--- config.mk ---
export PLATFORM = sky130hd
export DESIGN_NAME = cta_accumulator
export DESIGN_NICKNAME = d
export VERILOG_FILES = /design/src/cta_pkg.sv /design/src/cta_accumulator.sv
export SDC_FILE = /design/constraint.sdc
export NUM_CORES = 2
export LEC_CHECK = 0
export BUFFER_PORTS_ARGS = -buffer_cell sky130_fd_sc_hd__buf_2
export CAP_MARGIN = 20
export CORE_MARGIN = 2
export CORE_UTILIZATION = 65
export DETAILED_ROUTE_END_ITERATION = 7
export PLACE_DENSITY = 0.81
export SYNTH_ARGS = -nofsm -noshare
export SYNTH_HDL_FRONTEND = slang
export SYNTH_SLANG_ARGS = --single-unit
export TNS_END_PERCENT = 5
--- constraint.sdc ---
create_clock -name core_clk -period 16.2 [get_ports core_clk]
set_input_delay 1.62 -clock core_clk [delete_from_list [all_inputs] [get_ports core_clk]]
set_output_delay 1.62 -clock core_clk [all_outputs]
set_load 0.005 [all_outputs]
--- src/cta_pkg.sv ---
// constants and types for the calculated-time accumulator
// Notes on behaviour
// [RULE_01] distance inside a section is kept to one hundred-millionth of a mile and time is computed from that.
// [RULE_02] a speed change stores the finished section's time as an entry that later sections never touch.
// [RULE_03] speeds down to one tenth of a mile per hour are accepted and time still advances correctly.
// [RULE_04] in snap mode the finished section's time is recomputed from distance cut to whole hundredths.
// [RULE_05] in snap mode the cut-off fraction of a hundredth starts the new section.
// [RULE_06] with the selector on special function, each whole-mile toggle flips snap mode.
// [RULE_07] the lamp between hundredths and thousandths is lit exactly while snap mode is on.
// [RULE_08] after a snapped change the running time includes the carried fraction at the new speed.
// [RULE_09] while the speed-change switch is held the displays hold still.
// [RULE_10] holding alternate-select and minus-thousandths at power-up swaps which speed entry is chosen.
// [RULE_11] the operator should change speed as the hundredths digit steps, most of all below 25 mph.
// [RULE_12] section time in minutes is miles times sixty over miles per hour.
package cta_pkg;
  localparam int HUND_W = 24;
  localparam int SUB_W = 20;
  localparam int STEP_W = 16;
  localparam int SPEED_W = 16;
  localparam int TIME_W = 24;
  localparam int NUM_W = 48;
  localparam int DEN_W = 32;
  localparam int CNT_W = 8;
  localparam int DIV_CNT_W = 6;
  // fine units of 1e-8 mile in one hundredth of a mile
  localparam logic [SUB_W-1:0] FINE_PER_HUND = 20'hf4240;
  localparam logic [NUM_W-1:0] FINE_PER_HUND_W = 48'h0000000f4240;
  // centiminutes = fine * 60 * 10 / (tenths mph * 1e6) = fine * 6 / (tenths * 10000)
  localparam logic [NUM_W-1:0] TIME_MUL = 48'h000000000006;
  localparam logic [DEN_W-1:0] SPEED_SCALE = 32'h00002710;
  localparam logic [SPEED_W-1:0] MIN_SPEED = 16'h0001;
  localparam logic [DIV_CNT_W-1:0] DIV_STEPS = 6'h30;
  typedef enum logic [1:0] {CTA_IDLE, CTA_DIV_RUN, CTA_DIV_CLOSE} cta_state_type;
endpackage

--- src/cta_accumulator.sv ---
// calculated-time accumulator core
module cta_accumulator (
  input  wire logic                          core_clk,
  input  wire logic                          nrst,
  input  wire logic                          distValid,
  input  wire logic [cta_pkg::STEP_W-1:0]    distStep,
  input  wire logic [cta_pkg::SPEED_W-1:0]   speedEntryA,
  input  wire logic [cta_pkg::SPEED_W-1:0]   speedEntryB,
  input  wire logic                          altSelSw,
  input  wire logic                          minusThouSw,
  input  wire logic                          mapSwapStored,
  input  wire logic                          speedChangeSw,
  input  wire logic                          selSpecial,
  input  wire logic                          mileTogSw,
  output logic      [cta_pkg::TIME_W-1:0]    calcTimeDisp,
  output logic      [cta_pkg::HUND_W-1:0]    odoDisp,
  output logic      [cta_pkg::SPEED_W-1:0]   speedDisp,
  output logic      [cta_pkg::TIME_W-1:0]    sectionEntry,
  output logic      [cta_pkg::CNT_W-1:0]     entryCount,
  output logic                               snapLamp,
  output logic                               mapSwapped
);
  import cta_pkg::*;

  function automatic logic rise(input logic cur, input logic prev);
    rise = cur & ~prev;
  endfunction

  cta_state_type                state;
  logic                         castPrev;
  logic                         milePrev;
  logic                         bootDone;
  logic                         snapMode;
  logic [HUND_W-1:0]            odoHund;
  logic [SUB_W-1:0]             odoSub;
  logic [HUND_W-1:0]            secHund;
  logic [SUB_W-1:0]             secSub;
  logic [SPEED_W-1:0]           secSpeed;
  logic                         runDirty;
  logic                         closePend;
  logic [NUM_W-1:0]             closeNum;
  logic [DEN_W-1:0]             closeDen;
  logic [NUM_W-1:0]             divNum;
  logic [DEN_W-1:0]             divDen;
  logic [DEN_W:0]               divRem;
  logic [NUM_W-1:0]             divQ;
  logic [DIV_CNT_W-1:0]         divCnt;
  logic [TIME_W-1:0]            closedSum;
  logic [TIME_W-1:0]            secTime;
  logic [TIME_W-1:0]            calcTime;

  logic                         castRise;
  logic                         mileRise;
  logic [SPEED_W-1:0]           rawSpeed;
  logic [SPEED_W-1:0]           activeSpeed;
  logic [SUB_W:0]               odoSum;
  logic [SUB_W:0]               secSum;
  logic [HUND_W-1:0]            next_odoHund;
  logic [SUB_W-1:0]             next_odoSub;
  logic [HUND_W-1:0]            next_secHund;
  logic [SUB_W-1:0]             next_secSub;
  logic [NUM_W-1:0]             fineDist;
  logic [NUM_W-1:0]             snapDist;
  logic [NUM_W-1:0]             runNum;
  logic [DEN_W-1:0]             runDen;
  logic [DEN_W:0]               remShift;
  logic                         remFits;
  logic                         divLast;

  assign castRise = rise(speedChangeSw, castPrev);
  assign mileRise = rise(mileTogSw, milePrev);

  // swap flag picks the other entry for the alternate switch
  assign rawSpeed = (altSelSw ^ mapSwapped) ? speedEntryB : speedEntryA;  // [RULE_10]
  // zero would make the divider return all ones, so it reads as the slowest legal speed
  assign activeSpeed = (rawSpeed < MIN_SPEED) ? MIN_SPEED : rawSpeed;  // [RULE_03]

  // fine distance carry into hundredths
  always_comb begin
    odoSum = {1'b0, odoSub};
    secSum = {1'b0, secSub};
    if (distValid) begin
      odoSum = odoSum + {5'h00, distStep};
      secSum = secSum + {5'h00, distStep};
    end
    next_odoHund = odoHund;
    next_odoSub = odoSum[SUB_W-1:0];
    if (odoSum >= {1'b0, FINE_PER_HUND}) begin
      next_odoHund = odoHund + 24'h000001;
      next_odoSub = SUB_W'(odoSum - {1'b0, FINE_PER_HUND});
    end
    next_secHund = secHund;
    next_secSub = secSum[SUB_W-1:0];
    if (secSum >= {1'b0, FINE_PER_HUND}) begin  // [RULE_01]
      next_secHund = secHund + 24'h000001;
      next_secSub = SUB_W'(secSum - {1'b0, FINE_PER_HUND});
    end
  end

  // numerators for the divider, fine resolution or snapped
  always_comb begin
    snapDist = NUM_W'({24'h000000, next_secHund} * FINE_PER_HUND_W);  // [RULE_04]
    fineDist = snapDist + {28'h0000000, next_secSub};  // [RULE_01]
    runNum = NUM_W'({24'h000000, secHund} * FINE_PER_HUND_W) + {28'h0000000, secSub};
    runNum = NUM_W'(runNum * TIME_MUL);  // [RULE_12]
    runDen = DEN_W'({16'h0000, secSpeed} * SPEED_SCALE);  // [RULE_12]
  end

  // one restoring step per clock
  assign remShift = {divRem[DEN_W-1:0], divNum[NUM_W-1]};
  assign remFits = remShift >= {1'b0, divDen};
  assign divLast = divCnt == DIV_STEPS - 6'h01;

  always_ff @(posedge core_clk or negedge nrst) begin
    if (!nrst) begin
      castPrev <= 1'b0;
      milePrev <= 1'b0;
    end else begin
      castPrev <= speedChangeSw;
      milePrev <= mileTogSw;
    end
  end

  // power-up strap caught in the first clocked cycle after release
  always_ff @(posedge core_clk or negedge nrst) begin
    if (!nrst) begin
      bootDone <= 1'b0;
      mapSwapped <= 1'b0;
    end else if (!bootDone) begin
      bootDone <= 1'b1;
      mapSwapped <= mapSwapStored ^ (altSelSw & minusThouSw);  // [RULE_10]
    end
  end

  always_ff @(posedge core_clk or negedge nrst) begin
    if (!nrst) begin
      snapMode <= 1'b0;
    end else if (selSpecial && mileRise) begin
      snapMode <= ~snapMode;  // [RULE_06]
    end
  end

  // the lamp is the mode flop itself
  assign snapLamp = snapMode;  // [RULE_07]

  always_ff @(posedge core_clk or negedge nrst) begin
    if (!nrst) begin
      odoHund <= '0;
      odoSub <= '0;
    end else begin
      odoHund <= next_odoHund;
      odoSub <= next_odoSub;
    end
  end

  // section distance; a change restarts it from zero, or from the carried fraction in snap mode
  always_ff @(posedge core_clk or negedge nrst) begin
    if (!nrst) begin
      secHund <= '0;
      secSub <= '0;
    end else if (castRise) begin
      secHund <= '0;
      secSub <= snapMode ? next_secSub : '0;  // [RULE_05]
    end else begin
      secHund <= next_secHund;
      secSub <= next_secSub;
    end
  end

  // the active speed may be corrected after the fact; the old one closes the section
  always_ff @(posedge core_clk or negedge nrst) begin
    if (!nrst) begin
      secSpeed <= MIN_SPEED;
    end else begin
      secSpeed <= activeSpeed;
    end
  end

  // closing job waits here while the divider is busy
  always_ff @(posedge core_clk or negedge nrst) begin
    if (!nrst) begin
      closePend <= 1'b0;
      closeNum <= '0;
      closeDen <= '0;
    end else if (castRise) begin
      closePend <= 1'b1;
      closeNum <= NUM_W'((snapMode ? snapDist : fineDist) * TIME_MUL);  // [RULE_04]
      closeDen <= DEN_W'({16'h0000, secSpeed} * SPEED_SCALE);  // [RULE_12]
    end else if (state == CTA_IDLE) begin
      closePend <= 1'b0;
    end
  end

  // any change of distance or speed asks for a fresh running time
  always_ff @(posedge core_clk or negedge nrst) begin
    if (!nrst) begin
      runDirty <= 1'b1;
    end else if (distValid || castRise || activeSpeed != secSpeed) begin
      runDirty <= 1'b1;
    end else if (state == CTA_IDLE && !closePend) begin
      runDirty <= 1'b0;
    end
  end

  // shared divider; closing has priority over the running update
  always_ff @(posedge core_clk or negedge nrst) begin
    if (!nrst) begin
      state <= CTA_IDLE;
      divNum <= '0;
      divDen <= '0;
      divRem <= '0;
      divQ <= '0;
      divCnt <= '0;
    end else begin
      unique case (state)
        CTA_IDLE: begin
          divRem <= '0;
          divCnt <= '0;
          if (closePend && !castRise) begin
            state <= CTA_DIV_CLOSE;
            divNum <= closeNum;
            divDen <= closeDen;
          end else if (runDirty && !castRise) begin
            state <= CTA_DIV_RUN;
            divNum <= runNum;
            divDen <= runDen;
          end
        end
        CTA_DIV_RUN, CTA_DIV_CLOSE: begin
          divNum <= {divNum[NUM_W-2:0], 1'b0};
          divRem <= remFits ? remShift - {1'b0, divDen} : remShift;
          divQ <= {divQ[NUM_W-2:0], remFits};
          divCnt <= divCnt + 6'h01;
          if (divLast) begin
            state <= CTA_IDLE;
          end
        end
      endcase
    end
  end

  // finished sections are frozen entries added once to the closed sum
  always_ff @(posedge core_clk or negedge nrst) begin
    if (!nrst) begin
      closedSum <= '0;
      sectionEntry <= '0;
      entryCount <= '0;
    end else if (state == CTA_DIV_CLOSE && divLast) begin
      closedSum <= closedSum + TIME_W'({divQ[NUM_W-2:0], remFits});  // [RULE_02]
      sectionEntry <= TIME_W'({divQ[NUM_W-2:0], remFits});  // [RULE_02]
      entryCount <= entryCount + 8'h01;
    end
  end

  // running section time; the new section includes any carried fraction
  always_ff @(posedge core_clk or negedge nrst) begin
    if (!nrst) begin
      secTime <= '0;
    end else if (state == CTA_DIV_CLOSE && divLast) begin
      secTime <= '0;
    end else if (state == CTA_DIV_RUN && divLast) begin
      secTime <= TIME_W'({divQ[NUM_W-2:0], remFits});  // [RULE_08]
    end
  end

  always_ff @(posedge core_clk or negedge nrst) begin
    if (!nrst) begin
      calcTime <= '0;
    end else begin
      calcTime <= closedSum + secTime;  // [RULE_08]
    end
  end

  // split: displays hold while the change switch is down
  always_ff @(posedge core_clk or negedge nrst) begin
    if (!nrst) begin
      calcTimeDisp <= '0;
      odoDisp <= '0;
      speedDisp <= MIN_SPEED;
    end else if (!speedChangeSw) begin  // [RULE_09]
      calcTimeDisp <= calcTime;
      odoDisp <= odoHund;
      speedDisp <= secSpeed;
    end
  end
endmodule

==> qor.csv <==
stage,metric,value,unit
status,status,"complete, no violations",
global_route,grt-ovfl-total,0,
synth,avgSynthCellArea,9.08,sq um
sta,fin_skew,23.8,ps
floorplanning,start_util,0.656,
synth,ys_warn_count,0,
critical_path,path_buf_inv,8,
detailed_routing,drc,0,
clock_tree,cts_sinks,488,
clock_tree,path_clk_slew,60,ps
floorplanning,fp.dieW,267,um
synth,synth_fp_nets,5803,
detailed_routing,routedWlPerCell,17.7,um
power,intPower,3.57,mW
critical_path,crit_path_end_kind,flop,
floorplanning,num_io_pins,155,
layout,drive_gt1_frac,0.0879,
sta,setup_violations,0,
synth,synth_seq_area_share,0.272,
power,seqPwrFrac,0.263,
synth,ys_seq_elements,488,
synth,yosys.area.top_type,dfrtp_1,
sta,slew_viol_final,0,
floorplanning,die_area,0.0712,sq mm
job,drv_cap,0,
global_route,antenna_found_initial,0,
clock_tree,cts_tree,built,
synth,synth_edf_count,0,
clock_tree,holdBufCountCts,0,
critical_path,cp_top_family,adder cells,
detailed_routing,via_per_inst,5.96,
power,vdd_drop_max,0.000176,V
synth,synthTopCellsByArea,"dfrtp_1, ha_1, fa_1, xnor2_1, inv_1",
power,net-switching-power,2.74,mW
placed_design,gp_congestion,0.967,
critical_path,r2r_slack,3010,ps
clock_tree,cts_setup_buffers,0,
critical_path,crit_cells,59,
synth,synth.cell_area,0.0449,sq mm
critical_path,critical_path_class,primary input to flop,
critical_path,slowest_stage,xor2_1,
power,cellPowerDensity,130,mW/mm^2
sta,tns,0,ps
detailed_routing,totalWireLength,106000,um
clock_tree,cts_buffers,55,
clock_tree,clockBufferDepth,3,
power,clockPowerShare,0.208,
synth,syn_inst,4945,
synth,synth_commonest_cells,"ha_1, inv_1, nand2_1",
placed_design,dpl.hpwl,80900,um
floorplanning,fp.dieH,267,um
synth,synth_ff_type,dfrtp_1,
worst_hold_path,whs_path_depth,1,
critical_path,path_max_fanout,14,
layout,finalNetCount,5922,
floorplanning,rows,96,
placed_design,dp_cells,5884,
synth,synth.distinct_cells,115,
sta,relSlewSlack,0.256,
synth,yosys.cell_count.top_type,ha_1,
detailed_routing,first_pass_iters,6,
power,leakagePower,25.8,nW
clock_tree,insertion_delay,630,ps
power,combPwrFrac,0.529,
critical_path,crit_path_frequent_cell,ha_1,
critical_path,cp_data_required_time,16720,ps
worst_hold_path,min_path_type,flop to flop,
sta,period_share,0.859,
sta,timing_hold_violations_final,0,
placed_design,io_buffers,154,
sta,rsz0062_at_grt,false,
sta,max_freq,0.0719,GHz
synth,async_flop_share,1.00,
clock_tree,cts_resized,0,
critical_path,r2r_cells,58,
critical_path,cp.arrival,14420,ps
layout,n_antenna_cell,0,
layout,fin_cells,5990,
power,switching_share,0.434,
global_route,grt_pass1_wl,178000,um
global_route,grt_pass1_vias,35637,
detailed_routing,drtAntennaViolNets,0,
layout,fillers,5248,
layout,syn2layout_area_growth,8.11,%
clock_tree,htreeDepth,2,
clock_tree,clock-root-buffer,clkbuf_16,
global_route,grt_max_degree,107,
global_route,grt_use_total,0.304,
floorplanning,core,0.0685,sq mm
sta,tightestPinTransition,1110,ps
detailed_routing,vias,35716,
synth,yosysTopAreaCellShare,0.270,
critical_path,start_kind,primary input,
sta,final.min_clock_period,13910,ps
detailed_routing,first_iter_violations,2684,
critical_path,cpPeakStageDelay,540,ps
cell families (layout without fill, tap and decap cells):
group	after synthesis	in the layout	share of synthesized area
AND/OR/NAND/NOR	1322	1322	0.138
AO/OA/AOI/OAI	1108	1108	0.161
adder cells (fa/ha/maj)	805	805	0.262
buffers and inverters	696	859	0.0582
flip-flops	488	488	0.272
XOR/XNOR	402	402	0.0793
multiplexers	123	123	0.0299
other	1	1	0.0000835
power groups by stage:
stage / Sequential, mW / Combinational (mW) / Clock (mW)
final: 1.66 / 3.33 / 1.31
after global routing: 1.68 / 3.78 / 1.38
after CTS: 1.65 / 3.31 / 1.34
after detailed placement: 1.67 / 3.28 / 0
after global placement: 1.66 / 3.18 / 0
after floorplan: 1.61 / 2.54 / 0
layer usage:
metal  wire [um]  GRT usage  vias up
met5           0          0        -
met4        3050     0.0919        0
met3        5550     0.0350      205
met2       49900      0.508      952
met1       47300      0.417    17265
li1            -          -    17294
registers in the layout (all words and copies together) (netlist names), 24 cells and up:
| name | flops |
|---|---|
| closeNum | 47 |
| divNum | 47 |
| divRem | 32 |
| closeDen | 26 |
| divDen | 26 |
| calcTimeDisp | 24 |
| calcTime | 24 |
| closedSum | 24 |
| odoDisp | 24 |
| odoHund | 24 |
| secHund | 24 |
| secTime | 24 |
| sectionEntry | 24 |
area by class of cell:
| class | count | area, sq um | share of cell area |
|---|---|---|---|
| flip-flops and latches | 488 | 12200 | 0.252 |
| clock inverters | 30 | 390 | 0.00804 |
| clock buffers | 71 | 1530 | 0.0315 |
| inverters | 569 | 2140 | 0.0440 |
| repair buffers | 189 | 1050 | 0.0217 |
| well taps | 882 | 1100 | 0.0227 |
| multi-input cells | 3761 | 30100 | 0.620 |
worst paths after layout:
| check | from | end |
|---|---|---|
| setup reg to reg | secSub[6] | closeNum[44] |
| max in group asynchronous | nrst | closedSum[4] |
| setup / recovery | distStep[6] | closeNum[44] |
| hold reg to reg | divRem[1] | divRem[2] |
| hold / removal | divRem[1] | divRem[2] |
| min in group asynchronous | nrst | odoDisp[22] |
layout by cell type, fill, tap and decap left out, drive strengths merged, types with 10 or more instances in the layout:
| cell | count |
|---|---|
| nand2b | 37 |
| a22o | 28 |
| nor2 | 321 |
| a21oi | 270 |
| nand3 | 87 |
| a211o | 11 |
| a31oi | 32 |
| or3 | 18 |
| and3 | 49 |
| nand2 | 495 |
| o21ai | 321 |
| xor2 | 147 |
| or2 | 16 |
| clkinv | 20 |
| buf | 187 |
| a31o | 10 |
| a21boi | 32 |
| xnor2 | 255 |
| nor3 | 100 |
| mux2 | 81 |
| and2 | 38 |
| nand4 | 39 |
| nor4 | 24 |
| o31a | 12 |
| o31ai | 26 |
| nor3b | 17 |
| a211oi | 44 |
| nor2b | 42 |
| o211ai | 30 |
| mux2i | 42 |
| clkbuf | 73 |
| inv | 570 |
| o21a | 39 |
| ha | 575 |
| fa | 226 |
| a222oi | 13 |
| dfrtp | 485 |
| a21o | 93 |
| o21bai | 52 |
stage by stage:
step | total power [mW] | area, sq um | hold WS, ps | util | worst slack, ps
2_1_floorplan | 4.15 | 44900 | 437 | - | 3290
3_3_place_gp | 4.84 | 46600 | 445 | 0.680 | 2240
6_report | 6.30 | 48500 | 460 | 0.709 | 2290
3_5_place_dp | 4.95 | 46600 | 460 | 0.680 | 1940
4_1_cts | 6.30 | 48500 | 465 | 0.708 | 2540
5_1_grt | 6.85 | 48500 | 486 | 0.709 | 1350
Power figures use the tool's default switching activity.
